File: config.mk
export PLATFORM = sky130hd
export DESIGN_NAME = uhfs_top
export DESIGN_NICKNAME = d
export VERILOG_FILES = /design/src/uhfs_pkg.sv /design/src/uhfs_satcnt.sv /design/src/uhfs_sync.sv /design/src/uhfs_top.sv
export SDC_FILE = /design/constraint.sdc
export NUM_CORES = 1
export LEC_CHECK = 0
export BUFFER_PORTS_ARGS = -buffer_cell sky130_fd_sc_hd__buf_2
export CAP_MARGIN = 15
export CORE_ASPECT_RATIO = 0.6
export CORE_UTILIZATION = 25
export CTS_CLUSTER_DIAMETER = 200
export CTS_CLUSTER_SIZE = 25
export DETAILED_ROUTE_END_ITERATION = 8
export PLACE_DENSITY = 0.51
export SKIP_LAST_GASP = 1
export SLEW_MARGIN = 20
export SYNTH_ARGS = -nofsm -noshare
export SYNTH_HDL_FRONTEND = slang
export SYNTH_SLANG_ARGS = --single-unit
export TNS_END_PERCENT = 100
File: constraint.sdc
create_clock -name i_ref_clk -period 3.5 [get_ports i_ref_clk]
set_input_delay 0.35 -clock i_ref_clk [delete_from_list [all_inputs] [get_ports i_ref_clk]]
set_output_delay 0.35 -clock i_ref_clk [all_outputs]
set_load 0.01 [all_outputs]
File: src/uhfs_pkg.sv
// Constants, field layouts and carrier types of the protection sequencer.
// Assumes a 100 MHz i_ref_clk and a 32-bit AXI4-Lite register bus.
package uhfs_pkg;
    localparam int CNT_W = 3;
    localparam logic [2:0] CNT_MAX = 3'h7;
    localparam logic [2:0] CNT_SEVEN = 3'h7;
    localparam int CLK_PERIOD_NS = 10;
    localparam int BLANK_NS = 100;
    localparam int BLANK_CYC = (BLANK_NS + CLK_PERIOD_NS - 1) / CLK_PERIOD_NS;
    localparam logic [3:0] BLANK_LAST = 4'(BLANK_CYC - 1);
    localparam logic [2:0] OFF_CYC_LAST = 3'h6;
    localparam logic [7:0] ADDR_CTRL = 8'h00;
    localparam logic [7:0] ADDR_STATUS = 8'h04;
    localparam logic [7:0] ADDR_IRQ_STAT = 8'h08;
    localparam logic [7:0] ADDR_IRQ_CLR = 8'h0C;
    localparam logic [7:0] ADDR_IRQ_EN = 8'h10;
    localparam logic CTRL_RESET = 1'b1;
    localparam logic [3:0] IRQ_EN_RESET = 4'h0;
    localparam logic [1:0] RESP_OKAY = 2'b00;
    localparam logic [1:0] RESP_SLVERR = 2'b10;
    // Synchronised comparator inputs, one bit each
    typedef struct packed {
        logic osc;
        logic ramp90;
        logic sync;
        logic oc;
        logic pwm_end;
    } uhfs_cmp_t;
    // Interrupt events, same layout in status, clear and enable
    typedef struct packed {
        logic hiccup;
        logic oc;
        logic pg;
        logic uv;
    } uhfs_evt_t;
    typedef enum logic [1:0] {
        ST_LOCK,
        ST_RUN,
        ST_HICCUP
    } uhfs_state_t;
endpackage

File: src/uhfs_satcnt.sv
// Saturating up/down counter used for the line and fault filters.
// Assumes increment and decrement are same-clock single-cycle strobes.
`timescale 1ns/1ns
`default_nettype none
module uhfs_satcnt #(
    parameter int W = 3
) (
    input wire logic i_ref_clk,
    input wire logic i_nrst,
    input wire logic i_clr,
    input wire logic i_inc,
    input wire logic i_dec,
    output logic [W-1:0] o_count
);
    wire at_max = &o_count;
    wire at_min = ~|o_count;
    always_ff @(posedge i_ref_clk or negedge i_nrst) begin
        if (!i_nrst) begin
            o_count <= '0;
        end else if (i_clr) begin
            o_count <= '0;
        end else if (i_inc && !at_max) begin
            o_count <= o_count + W'(1);
        end else if (i_dec && !i_inc && !at_min) begin
            o_count <= o_count - W'(1);
        end
    end
endmodule
`default_nettype wire

File: src/uhfs_sync.sv
// Three-stage input synchroniser with agreement filter, one per bit.
// Assumes asynchronous inputs from analog comparators or pins.
`timescale 1ns/1ns
`default_nettype none
module uhfs_sync #(
    parameter int W = 5
) (
    input wire logic i_ref_clk,
    input wire logic i_nrst,
    input wire logic [W-1:0] i_async,
    output logic [W-1:0] o_sync
);
    genvar g;
    generate
        for (g = 0; g < W; g++) begin : g_bit
            logic s1;
            logic s2;
            logic s3;
            always_ff @(posedge i_ref_clk or negedge i_nrst) begin
                if (!i_nrst) begin
                    s1 <= 1'b0;
                    s2 <= 1'b0;
                    s3 <= 1'b0;
                    o_sync[g] <= 1'b0;
                end else begin
                    s1 <= i_async[g];
                    s2 <= s1;
                    s3 <= s2;
                    // A change counts only once two later stages agree
                    if (s2 == s3) begin
                        o_sync[g] <= s3;
                    end
                end
            end
        end
    endgenerate
endmodule
`default_nettype wire

File: src/uhfs_top.sv
// Low-line lockout and hiccup overcurrent sequencer with AXI4-Lite registers.
// Assumes comparator outputs arrive asynchronously and gate drivers follow
// the enables directly; the analog ramp and soft-start current are outside.
`timescale 1ns/1ns
`default_nettype none
module uhfs_top (
    input wire logic i_ref_clk,
    input wire logic i_nrst,
    input wire logic i_osc_clk_pulse,
    input wire logic i_ramp_at_90pct,
    input wire logic i_ext_sync_pulse,
    input wire logic i_overcurrent_trip,
    input wire logic i_pwm_duty_end,
    output logic o_upper_gate_drive,
    output logic o_lower_gate_drive,
    output logic o_softstart_shutdown_node,
    output logic o_power_good,
    output logic o_ramp_restart,
    output logic o_irq,
    input wire logic [7:0] s_axi_awaddr,
    input wire logic s_axi_awvalid,
    output logic s_axi_awready,
    input wire logic [31:0] s_axi_wdata,
    input wire logic [3:0] s_axi_wstrb,
    input wire logic s_axi_wvalid,
    output logic s_axi_wready,
    output logic [1:0] s_axi_bresp,
    output logic s_axi_bvalid,
    input wire logic s_axi_bready,
    input wire logic [7:0] s_axi_araddr,
    input wire logic s_axi_arvalid,
    output logic s_axi_arready,
    output logic [31:0] s_axi_rdata,
    output logic [1:0] s_axi_rresp,
    output logic s_axi_rvalid,
    input wire logic s_axi_rready
);
    ////////////////////////////////////////////////////////////////////////
    // Input synchronisation and edge detection
    uhfs_pkg::uhfs_cmp_t cmp;
    uhfs_pkg::uhfs_cmp_t cmp_d;
    uhfs_sync #(
        .W(5)
    ) u_sync (
        .i_ref_clk(i_ref_clk),
        .i_nrst(i_nrst),
        .i_async({i_osc_clk_pulse, i_ramp_at_90pct, i_ext_sync_pulse,
                  i_overcurrent_trip, i_pwm_duty_end}),
        .o_sync(cmp)
    );
    always_ff @(posedge i_ref_clk or negedge i_nrst) begin
        if (!i_nrst) begin
            cmp_d <= '0;
        end else begin
            cmp_d <= cmp;
        end
    end
    wire cyc_start = cmp.osc && !cmp_d.osc;
    wire ramp_rise = cmp.ramp90 && !cmp_d.ramp90;
    wire sync_rise = cmp.sync && !cmp_d.sync;

    ////////////////////////////////////////////////////////////////////////
    // Registers and state
    logic ctrl_enable;
    logic [3:0] irq_en;
    uhfs_pkg::uhfs_evt_t irq_stat;
    uhfs_pkg::uhfs_state_t state;
    uhfs_pkg::uhfs_state_t next_state;
    logic ramp_done;
    logic oc_in_cycle;
    logic oc_lockout;
    logic [3:0] blank_cnt;
    logic [2:0] off_cyc;
    logic [2:0] line_cnt;
    logic [2:0] fault_cnt;

    ////////////////////////////////////////////////////////////////////////
    // Low-line detection
    // Ramp finished before this clock edge means a good line cycle
    wire low_line = cyc_start && !ramp_done && !ramp_rise;
    wire good_line = cyc_start && (ramp_done || ramp_rise);
    // Sync pulse cutting a ramp short is an immediate undervoltage
    wire sync_cut = sync_rise && !ramp_done && (state != uhfs_pkg::ST_LOCK);
    wire locked = (state == uhfs_pkg::ST_LOCK);
    // Locked: good cycles count up; once started the sense reverses
    wire line_inc = locked ? good_line : low_line;
    wire line_dec = locked ? low_line : good_line;
    wire line_full = (line_cnt == uhfs_pkg::CNT_SEVEN);
    wire start_ok = locked && line_full && ctrl_enable;
    wire uv_declare = (!locked && line_full) || sync_cut;

    always_ff @(posedge i_ref_clk or negedge i_nrst) begin
        if (!i_nrst) begin
            ramp_done <= 1'b0;
        end else if (cyc_start) begin
            ramp_done <= 1'b0;
        end else if (ramp_rise) begin
            ramp_done <= 1'b1;
        end
    end

    uhfs_satcnt #(
        .W(uhfs_pkg::CNT_W)
    ) u_line_cnt (
        .i_ref_clk(i_ref_clk),
        .i_nrst(i_nrst),
        .i_clr(start_ok || uv_declare),
        .i_inc(line_inc),
        .i_dec(line_dec),
        .o_count(line_cnt)
    );

    ////////////////////////////////////////////////////////////////////////
    // Overcurrent, blanking and fault counting
    wire upper_on = o_upper_gate_drive;
    wire blanked = (blank_cnt != uhfs_pkg::BLANK_LAST);
    // Comparator is only meaningful while the upper gate is driven
    wire oc_hit = upper_on && !blanked && cmp.oc;
    wire running = (state == uhfs_pkg::ST_RUN);
    wire fault_inc = running && cyc_start && oc_in_cycle;
    wire fault_dec_run = running && cyc_start && !oc_in_cycle;
    wire off_wrap = (state == uhfs_pkg::ST_HICCUP) && cyc_start
                    && (off_cyc == uhfs_pkg::OFF_CYC_LAST);
    wire fault_full = (fault_cnt == uhfs_pkg::CNT_SEVEN);
    wire fault_zero = (fault_cnt == 3'h0);

    always_ff @(posedge i_ref_clk or negedge i_nrst) begin
        if (!i_nrst) begin
            blank_cnt <= 4'h0;
        end else if (!upper_on) begin
            blank_cnt <= 4'h0;
        end else if (blanked) begin
            blank_cnt <= blank_cnt + 4'h1;
        end
    end

    always_ff @(posedge i_ref_clk or negedge i_nrst) begin
        if (!i_nrst) begin
            oc_in_cycle <= 1'b0;
            oc_lockout <= 1'b0;
        end else if (cyc_start) begin
            oc_in_cycle <= 1'b0;
            oc_lockout <= 1'b0;
        end else if (oc_hit) begin
            oc_in_cycle <= 1'b1;
            oc_lockout <= 1'b1;
        end
    end

    always_ff @(posedge i_ref_clk or negedge i_nrst) begin
        if (!i_nrst) begin
            off_cyc <= 3'h0;
        end else if (state != uhfs_pkg::ST_HICCUP) begin
            off_cyc <= 3'h0;
        end else if (cyc_start) begin
            off_cyc <= off_wrap ? 3'h0 : off_cyc + 3'h1;
        end
    end

    uhfs_satcnt #(
        .W(uhfs_pkg::CNT_W)
    ) u_fault_cnt (
        .i_ref_clk(i_ref_clk),
        .i_nrst(i_nrst),
        .i_clr(locked),
        .i_inc(fault_inc),
        .i_dec(fault_dec_run || off_wrap),
        .o_count(fault_cnt)
    );

    ////////////////////////////////////////////////////////////////////////
    // Sequencer
    always_comb begin
        next_state = state;
        unique case (state)
            uhfs_pkg::ST_LOCK: begin
                if (start_ok) begin
                    next_state = uhfs_pkg::ST_RUN;
                end
            end
            uhfs_pkg::ST_RUN: begin
                if (uv_declare || !ctrl_enable) begin
                    next_state = uhfs_pkg::ST_LOCK;
                end else if (fault_full) begin
                    next_state = uhfs_pkg::ST_HICCUP;
                end
            end
            uhfs_pkg::ST_HICCUP: begin
                if (uv_declare || !ctrl_enable) begin
                    next_state = uhfs_pkg::ST_LOCK;
                end else if (fault_zero) begin
                    next_state = uhfs_pkg::ST_RUN;
                end
            end
        endcase
    end

    always_ff @(posedge i_ref_clk or negedge i_nrst) begin
        if (!i_nrst) begin
            state <= uhfs_pkg::ST_LOCK;
        end else begin
            state <= next_state;
        end
    end

    ////////////////////////////////////////////////////////////////////////
    // Gate drive and soft-start outputs
    // Switching is allowed only in run and only after the entry cycle,
    // so both switches are off when soft start begins.
    // No fresh on-pulse in the cycle whose start fills a counter: avoids a one-clock glitch
    wire fill_stop = (fault_inc && (fault_cnt == uhfs_pkg::CNT_SEVEN - 3'h1))
                     || (!locked && line_inc && (line_cnt == uhfs_pkg::CNT_SEVEN - 3'h1));
    wire may_switch = running && (next_state == uhfs_pkg::ST_RUN) && !fill_stop;
    wire pulse_end = cmp.pwm_end || oc_hit || oc_lockout;
    wire next_upper = may_switch && (cyc_start || (upper_on && !pulse_end));
    wire next_lower = may_switch && !next_upper && !cyc_start;
    wire next_ss = (next_state == uhfs_pkg::ST_RUN) && ctrl_enable;

    always_ff @(posedge i_ref_clk or negedge i_nrst) begin
        if (!i_nrst) begin
            o_upper_gate_drive <= 1'b0;
            o_lower_gate_drive <= 1'b0;
            o_softstart_shutdown_node <= 1'b0;
            o_power_good <= 1'b0;
            o_ramp_restart <= 1'b0;
        end else begin
            o_upper_gate_drive <= next_upper;
            o_lower_gate_drive <= next_lower;
            o_softstart_shutdown_node <= next_ss;
            o_power_good <= (next_state != uhfs_pkg::ST_LOCK);
            o_ramp_restart <= cyc_start;
        end
    end

    ////////////////////////////////////////////////////////////////////////
    // Interrupts
    uhfs_pkg::uhfs_evt_t evt;
    assign evt.hiccup = running && (next_state == uhfs_pkg::ST_HICCUP);
    assign evt.oc = oc_hit && !oc_in_cycle;
    assign evt.pg = start_ok;
    assign evt.uv = !locked && (next_state == uhfs_pkg::ST_LOCK);

    ////////////////////////////////////////////////////////////////////////
    // AXI4-Lite slave
    logic [7:0] aw_addr;
    logic aw_held;
    logic [31:0] w_data;
    logic [3:0] w_strb;
    logic w_held;
    wire do_write = aw_held && w_held && !s_axi_bvalid;
    wire wr_ctrl = do_write && (aw_addr == uhfs_pkg::ADDR_CTRL);
    wire wr_clr = do_write && (aw_addr == uhfs_pkg::ADDR_IRQ_CLR);
    wire wr_en = do_write && (aw_addr == uhfs_pkg::ADDR_IRQ_EN);
    wire wr_ro = (aw_addr == uhfs_pkg::ADDR_STATUS) || (aw_addr == uhfs_pkg::ADDR_IRQ_STAT);
    wire wr_hit = wr_ctrl || wr_clr || wr_en || wr_ro;
    wire [3:0] clr_bits = wr_clr && w_strb[0] ? w_data[3:0] : 4'h0;
    // Hardware set wins over a clear in the same cycle
    wire [3:0] next_irq = (irq_stat & ~clr_bits) | evt;
    wire do_read = s_axi_arvalid && s_axi_arready;
    wire [31:0] status_word = {18'h0, fault_cnt, 1'b0, line_cnt, ramp_done,
                               oc_lockout, state, o_softstart_shutdown_node,
                               o_power_good, o_upper_gate_drive};
    wire rd_hit = (s_axi_araddr == uhfs_pkg::ADDR_CTRL)
                  || (s_axi_araddr == uhfs_pkg::ADDR_STATUS)
                  || (s_axi_araddr == uhfs_pkg::ADDR_IRQ_STAT)
                  || (s_axi_araddr == uhfs_pkg::ADDR_IRQ_CLR)
                  || (s_axi_araddr == uhfs_pkg::ADDR_IRQ_EN);
    wire [31:0] rd_word =
        (s_axi_araddr == uhfs_pkg::ADDR_CTRL) ? {31'h0, ctrl_enable} :
        (s_axi_araddr == uhfs_pkg::ADDR_STATUS) ? status_word :
        (s_axi_araddr == uhfs_pkg::ADDR_IRQ_STAT) ? {28'h0, irq_stat} :
        (s_axi_araddr == uhfs_pkg::ADDR_IRQ_EN) ? {28'h0, irq_en} : 32'h0;

    always_ff @(posedge i_ref_clk or negedge i_nrst) begin
        if (!i_nrst) begin
            aw_held <= 1'b0;
            aw_addr <= 8'h00;
            s_axi_awready <= 1'b0;
        end else begin
            s_axi_awready <= !aw_held && !s_axi_awready;
            if (s_axi_awvalid && s_axi_awready) begin
                aw_held <= 1'b1;
                aw_addr <= {s_axi_awaddr[7:2], 2'b00};
                s_axi_awready <= 1'b0;
            end else if (do_write) begin
                aw_held <= 1'b0;
            end
        end
    end

    always_ff @(posedge i_ref_clk or negedge i_nrst) begin
        if (!i_nrst) begin
            w_held <= 1'b0;
            w_data <= 32'h0000_0000;
            w_strb <= 4'h0;
            s_axi_wready <= 1'b0;
        end else begin
            s_axi_wready <= !w_held && !s_axi_wready;
            if (s_axi_wvalid && s_axi_wready) begin
                w_held <= 1'b1;
                w_data <= s_axi_wdata;
                w_strb <= s_axi_wstrb;
                s_axi_wready <= 1'b0;
            end else if (do_write) begin
                w_held <= 1'b0;
            end
        end
    end

    always_ff @(posedge i_ref_clk or negedge i_nrst) begin
        if (!i_nrst) begin
            s_axi_bvalid <= 1'b0;
            s_axi_bresp <= uhfs_pkg::RESP_OKAY;
        end else if (do_write) begin
            s_axi_bvalid <= 1'b1;
            s_axi_bresp <= wr_hit ? uhfs_pkg::RESP_OKAY : uhfs_pkg::RESP_SLVERR;
        end else if (s_axi_bready) begin
            s_axi_bvalid <= 1'b0;
        end
    end

    always_ff @(posedge i_ref_clk or negedge i_nrst) begin
        if (!i_nrst) begin
            s_axi_arready <= 1'b0;
            s_axi_rvalid <= 1'b0;
            s_axi_rdata <= 32'h0000_0000;
            s_axi_rresp <= uhfs_pkg::RESP_OKAY;
        end else begin
            s_axi_arready <= !s_axi_rvalid && !s_axi_arready && !do_read;
            if (do_read) begin
                s_axi_arready <= 1'b0;
                s_axi_rvalid <= 1'b1;
                s_axi_rdata <= rd_word;
                s_axi_rresp <= rd_hit ? uhfs_pkg::RESP_OKAY : uhfs_pkg::RESP_SLVERR;
            end else if (s_axi_rvalid && s_axi_rready) begin
                s_axi_rvalid <= 1'b0;
            end
        end
    end

    always_ff @(posedge i_ref_clk or negedge i_nrst) begin
        if (!i_nrst) begin
            ctrl_enable <= uhfs_pkg::CTRL_RESET;
            irq_en <= uhfs_pkg::IRQ_EN_RESET;
            irq_stat <= '0;
            o_irq <= 1'b0;
        end else begin
            if (wr_ctrl && w_strb[0]) begin
                ctrl_enable <= w_data[0];
            end
            if (wr_en && w_strb[0]) begin
                irq_en <= w_data[3:0];
            end
            irq_stat <= next_irq;
            o_irq <= |(next_irq & irq_en);
        end
    end
endmodule
`default_nettype wire

==> qor.csv, run 1 <==
metric,value,unit
status,"complete, no violations",
synth_edf_count,0,
relSlewSlack,50.2,%
clk_latency,0.34,ns
power_density,658,nW/um^2
cts_tree,yes,
place.gp.congestion,0.782,
cts-root-buf,clkbuf_16,
worstPathRequired,3.70,ns
grt_pass1_vias,2672,
critical_path_class,reg2reg,
place_area,4380,um^2
drt_drc_violations_left,0,
start_util,25.7,%
maxCapViolations,0,
utilization,30.7,%
nets,498,
drtAntennaViolNets,0,
cts_hold_buf,0,
worstReg2RegStart,state[0]$_DFF_PN0_,
period_share,83.3,%
synth_area_per_cell,10.8,um^2
num_rows,35,
p_leak,2.16,nW
netlist_area,3960,um^2
ir_drop,0.000268,V
yosys_warnings,0,
track_usage,11.2,%
slew_viol_final,0,
die-area,16400,um^2
ctsHtreeMaxLevel,3,
start_kind,flop,
crit_start,state[0]$_DFF_PN0_,
chipWidth,165,um
cts_sinks,88,
synth-seq-cells,88,
finalCriticalPeriod,2.92,ns
cp_max_fo,14,
grt_max_degree,48,
finalClockSkew,0.00774,ns
arrival,3.12,ns
yosys.cell_types.count,59,
cts_resized,0,
ys.flop_type,dfrtp_1,
highest_layer,met4,
setup-tns-final,0,ns
clockBufferDepth,2,
via_per_inst,4.40,
hp-class,in2async,
m1WireLength,4.56,mm
dp_cells,617,
core,15400,um^2
dpl.hpwl,6.39,mm
hold_viol,0,
final_area,4730,um^2
layout.cells.non_filler,633,
worst_pin_slew,0.745,ns
seq_area_frac_synth,55.6,%
wl_per_cell,13.5,um
setup_viol,0,
grt_antenna_before_repair,0,
portBuffers,56,
cts_made_buffers,9,
fillCellCount,1601,
area_growth,19.5,%
syn_inst,368,
die_y,99.5,um
routed_wl,8.56,mm
grt_overflow,0,
dr_total_vias,2783,
clkTransAtPathRegs,0.06,ns
synth-async-reset-ratio,100,%
critPathCaptureType,flop,
drt-pass1-iter-count,4,
rsz0062_at_grt,false,
holdWs,0.0160,ns
io_pins,111,
fmax,0.343,GHz
num_antenna_cells,0,
drtIter0Drc,126,
layout-drive-gt1-share,23.0,%
wl_met2,3.34,mm
postCtsSetupRepairBufs,0,
grt_pass1_wl,14.0,mm
wl_met3,591,um
## power by group
part	switching, mW	leakage [nW]	internal, mW
Sequential	0.194	1.12	1.21
Clock	0.385	0.173	0.739
Combinational	0.328	0.861	0.263
Total	0.907	2.16	2.21
## cell usage in the layout (no fill, tap or decap), types with 3 or more instances in the layout
cell type and n:
a211oi_1 4, a21oi_1 10, a22o_1 4, a22oi_1 6, a31oi_1 3, and2_1 4
buf_2 55, buf_4 4, bufinv_16 3, clkbuf_16 9, conb_1 21, dfrtp_1 87
ha_1 7, inv_1 17, maj3_1 5, mux2_2 15, nand2_1 48, nand2b_1 3
nand3_1 6, nand4_1 3, nor2_1 24, nor2b_1 4, nor3_1 6, nor4_1 5
o21ai_0 27, o22ai_1 3, xnor2_1 5
## through the flow
step / power (mW) / setup slack, ns
after floorplan: 1.83 / 1.07
after global placement: 1.98 / 0.696
after detailed placement: 2.01 / 0.608
after CTS: 3.16 / 0.577
after global routing: 3.32 / 0.347
final: 3.12 / 0.585
## critical path: stages (launching register included)
cell	delay, ns
dfrtp_1	0.40
inv_1	0.11
ha_1	0.40
xnor2_1	0.59
nor3_1	0.13
fa_1	0.47
or3_2	0.47
a21oi_1	0.16
nor4_1	0.06
## cells by family (layout without fill, tap and decap cells)
logic type | after synthesis | count (layout) | synth area share (%)
AOI/OAI and AO/OA | 77 | 77 | 12.9
xor gates and xnor gates | 6 | 6 | 1.33
and+or+nand+nor | 115 | 115 | 13.7
muxes | 17 | 17 | 4.77
other | 1 | 21 | 0.0946
adders and majority gates | 14 | 14 | 4.48
buffers and inverters | 50 | 92 | 7.10
DFF | 88 | 88 | 55.6
## area by class of cell
| class | count | area (um^2) | area share, % |
|---|---|---|---|
| repair buffers | 59 | 305 | 6.45 |
| well taps | 203 | 254 | 5.36 |
| clock inverters | 4 | 98.8 | 2.09 |
| clock buffers | 12 | 256 | 5.42 |
| inverters | 17 | 63.8 | 1.35 |
| flip-flops and latches | 88 | 2200 | 46.5 |
| multi-input cells | 250 | 1550 | 32.8 |
## state kept, by name, indices dropped and copies added, names as in the netlist, 4 cells and up
register         flops
u_sync.o_sync        5
u_sync.g_bit.s1      5
aw_addr              6
irq_en               4
w_data               4
s_axi_rdata         13
irq_stat             4
u_sync.g_bit.s2      5
blank_cnt            4
u_sync.g_bit.s3      5
## per-layer routing
metal	track usage, %	vias to the layer above
met1	17.0	1352
met5	0	-
met3	3.54	8
met4	3.18	0
li1	-	1352
met2	14.9	71
## synthesized netlist by cell type, types with 4 or more instances
| cell | instances | area share (%) |
|---|---|---|
| nor2_1 | 24 | 2.3 |
| ha_1 | 7 | 2.2 |
| nor3_1 | 6 | 0.76 |
| a22o_1 | 4 | 0.88 |
| a21oi_1 | 10 | 1.3 |
| xnor2_1 | 5 | 1.1 |
| and2_1 | 4 | 0.63 |
| nand3_1 | 6 | 0.76 |
| dfrtp_1 | 87 | 55 |
| a211oi_1 | 4 | 0.76 |
| maj3_1 | 5 | 1.3 |
| inv_1 | 17 | 1.6 |
| buf_2 | 5 | 0.63 |
| o21ai_0 | 27 | 3.4 |
| mux2_2 | 15 | 4.3 |
| clkbuf_1 | 5 | 0.47 |
| nor4_1 | 5 | 0.79 |
| buf_4 | 21 | 4.0 |
| a22oi_1 | 6 | 1.1 |
| nand2_1 | 48 | 4.5 |
| nor2b_1 | 4 | 0.63 |
## worst paths after layout
| check | end | slack [ns] | cells after the start |
|---|---|---|---|
| max | u_line_cnt.o_count[2]$_DFFE_PN0P_ | 0.58 | 8 |
| min | u_sync.g_bit[3].s2$_DFF_PN0_ | 0.02 | 1 |
| max reg2reg | u_line_cnt.o_count[2]$_DFFE_PN0P_ | 0.58 | 8 |
| min reg2reg | u_sync.g_bit[1].s2$_DFF_PN0_ | 0.35 | 0 |
| max in group asynchronous | s_axi_rresp[1]$_DFFE_PN0P_ | 2.71 | 2 |
| min in group i_ref_clk | u_sync.g_bit[4].s1$_DFF_PN0_ | 0.12 | 1 |
No activity file was read; power rests on OpenSTA's default activity.
==> run 2: changes to the inputs <==
- PLACE_DENSITY: 0.51 -> 0.53
- clock period: 3.5 -> 2.55 ns (I/O delays scaled with it)
==> run 2 against run 1 <==
Sequential share of layout area is 0.48 points lower. Global-route usage increased by 0.45 points. Register-to-register slack worse by 0.43 ns. Largest power group unchanged. Worst hold slack about the same. Critical path type unchanged. Clock power grew 35%. Critical path depth unchanged. Routed wire length is 3.0% higher. Design area rose by 1.2%. Non-clock buffer count grew 8. Via count is 1.1% higher. First-iteration DRC count increased by 2.4%.
==> qor.csv, run 2 (synthesis results as in run 1) <==
metric,value,unit,change
start_kind,flop,,
core,15400,um^2,unchanged
final_area,4790,um^2,+1.2%
fillCellCount,1570,,-1.9%
drt-pass1-iter-count,4,,unchanged
rsz0062_at_grt,false,,
num_rows,35,,unchanged
critPathCaptureType,flop,,
drtAntennaViolNets,0,,unchanged
setup_viol,0,,unchanged
grt_overflow,0,,unchanged
cpPeakStageDelay,0.47,ns,-0.12 ns
grt_pass1_vias,2768,,+3.6%
path_cells,inv_1 > ha_1 > xnor2_1 > nor3_1 > fa_1 > or3_2 > a21oi_1 > nor4_1,,
place.gp.congestion,0.808,,+3.3%
cts_made_buffers,9,,unchanged
dr_total_vias,2814,,+1.1%
pwr-share-comb,20.5,%,+1.5 points
ir_drop,0.000347,V,+30%
utilization,31.1,%,+0.36 points
nets,506,,+1.6%
final_common_cell,dfrtp_1,,
multi_input_area,1550,um^2,unchanged
postCtsSetupRepairBufs,0,,unchanged
clk_latency,0.34,ns,about the same
portBuffers,56,,unchanged
grt_antenna_before_repair,1,,+1
drtIter0Drc,129,,+2.4%
cp_max_fo,5,,-9
io_pins,111,,unchanged
drt_drc_violations_left,0,,unchanged
cp_top_family,adder cells,,
p_leak,2.18,nW,+1.2%
track_usage,11.7,%,+0.45 points
slew_viol_final,0,,unchanged
finalClockSkew,0.00611,ns,-0.00163 ns
status,"complete, no violations",,
finalCriticalPeriod,2.40,ns,-0.517 ns
layout.cells.non_filler,641,,+1.3%
setup-tns-final,0,ns,unchanged
routed_wl,8.82,mm,+3.0%
worstPathRequired,2.77,ns,-0.93 ns
die_y,99.5,um,unchanged
seqPwrFrac,44.5,%,-0.5 points
die-area,16400,um^2,unchanged
arrival,2.61,ns,-0.51 ns
relSlewSlack,48.6,%,-1.6 points
cts-root-buf,clkbuf_16,,
pre_cts_slack,0.112,ns,-0.495 ns
start_util,25.7,%,unchanged
dp_cells,624,,+1.1%
switching_share,30.1,%,+1.0 points
ctsHtreeMaxLevel,3,,unchanged
layout-drive-gt1-share,24.9,%,+1.9 points
power.switching,1.30,mW,+43%
power_density,900,nW/um^2,+37%
grt_max_degree,54,,+13%
regArea,2210,um^2,+0.11%
clkTransAtPathRegs,0.06,ns,about the same
crit_buf_inv,1,,unchanged
hp-class,in2reg,,
num_antenna_cells,0,,unchanged
wl_per_cell,13.8,um,+1.7%
clockBufferDepth,2,,unchanged
setup_slack,0.152,ns,-0.433 ns
holdWs,0.0160,ns,+0.0000687 ns
hold_viol,0,,unchanged
cts_sinks,88,,unchanged
worst_pin_slew,0.769,ns,+0.0242 ns
fmax,0.417,GHz,+22%
critPathSlowestCell,or3_2,,
maxCapViolations,0,,unchanged
largest_reg_flops,13,,unchanged
cts_tree,yes,,
internal_power,3.01,mW,+36%
chipWidth,165,um,unchanged
area_growth,20.9,%,
power_frac_clock,34.9,%,-1.2 points
reg.largest.list,"s_axi_rdata (13), aw_addr (6)",,
finalPower,4.31,mW,+38%
via_per_inst,4.39,,-0.15%
dpl.hpwl,6.63,mm,+3.7%
place_area,4430,um^2,+1.2%
grt_pass1_wl,14.4,mm,+2.6%
critical_path_class,reg2reg,,
largest-register,s_axi_rdata,,
mostFrequentLayoutCells,"dfrtp_1, buf_2, nand2_1",,
period_share,94.0,%,+11 points
## run 2: power groups by stage
stage               combinational [mW]  clock, mW  sequential, mW
floorplan                        0.652          0            1.86
global placement                 0.842          0            1.93
detailed placement               0.884          0            1.94
CTS                              0.889       1.56            1.92
global route                     0.997       1.61            1.96
finish                           0.885       1.51            1.92
## run 2: final cells by class
type / instances / share of cell area [%]
clock buffers: 9 / 4.70
flip-flops and latches: 88 / 46.1
repair buffers: 67 / 7.68
inverters: 17 / 1.33
well taps: 203 / 5.30
clock inverters: 7 / 2.51
multi-input cells: 250 / 32.4
## run 2: final timing paths
path	cells past startpoint	to	from	slack, ns
max	8	u_line_cnt.o_count[2]$_DFFE_PN0P_	state[0]$_DFF_PN0_	0.15
min	1	u_sync.g_bit[3].s1$_DFF_PN0_	i_ramp_at_90pct	0.02
max reg2reg	8	u_line_cnt.o_count[2]$_DFFE_PN0P_	state[0]$_DFF_PN0_	0.15
min reg2reg	0	u_sync.g_bit[0].s2$_DFF_PN0_	u_sync.g_bit[0].s1$_DFF_PN0_	0.35
max in group asynchronous	3	aw_addr[3]$_DFFE_PN0P_	i_nrst	1.40
min in group asynchronous	2	blank_cnt[3]$_DFFE_PN0P_	i_nrst	0.49
## run 2: metal layers
layer / track usage, % / wire length [um]
met1: 17.2 / 4800
met2: 15.1 / 3190
met3: 4.38 / 674
met4: 4.23 / 136
met5: 0 / 13
## run 2: what timing repair did
action / CTS / global route
gates resized for setup: 0 / 2
endpoints found under the hold margin: 49 / 0
endpoints found under the setup margin: 0 / 2
hold buffers: 1 / 0
## run 2: worst register-to-register path, delay by kind of cell, from the launching register on
kind                       cells  cell delay, ns
and+or+nand+nor                3            0.63
xor gates and xnor gates       1            0.22
AOI/OAI and AO/OA              1            0.17
buffers and inverters          1            0.11
DFF                            1            0.42
adders and majority gates      2            0.71
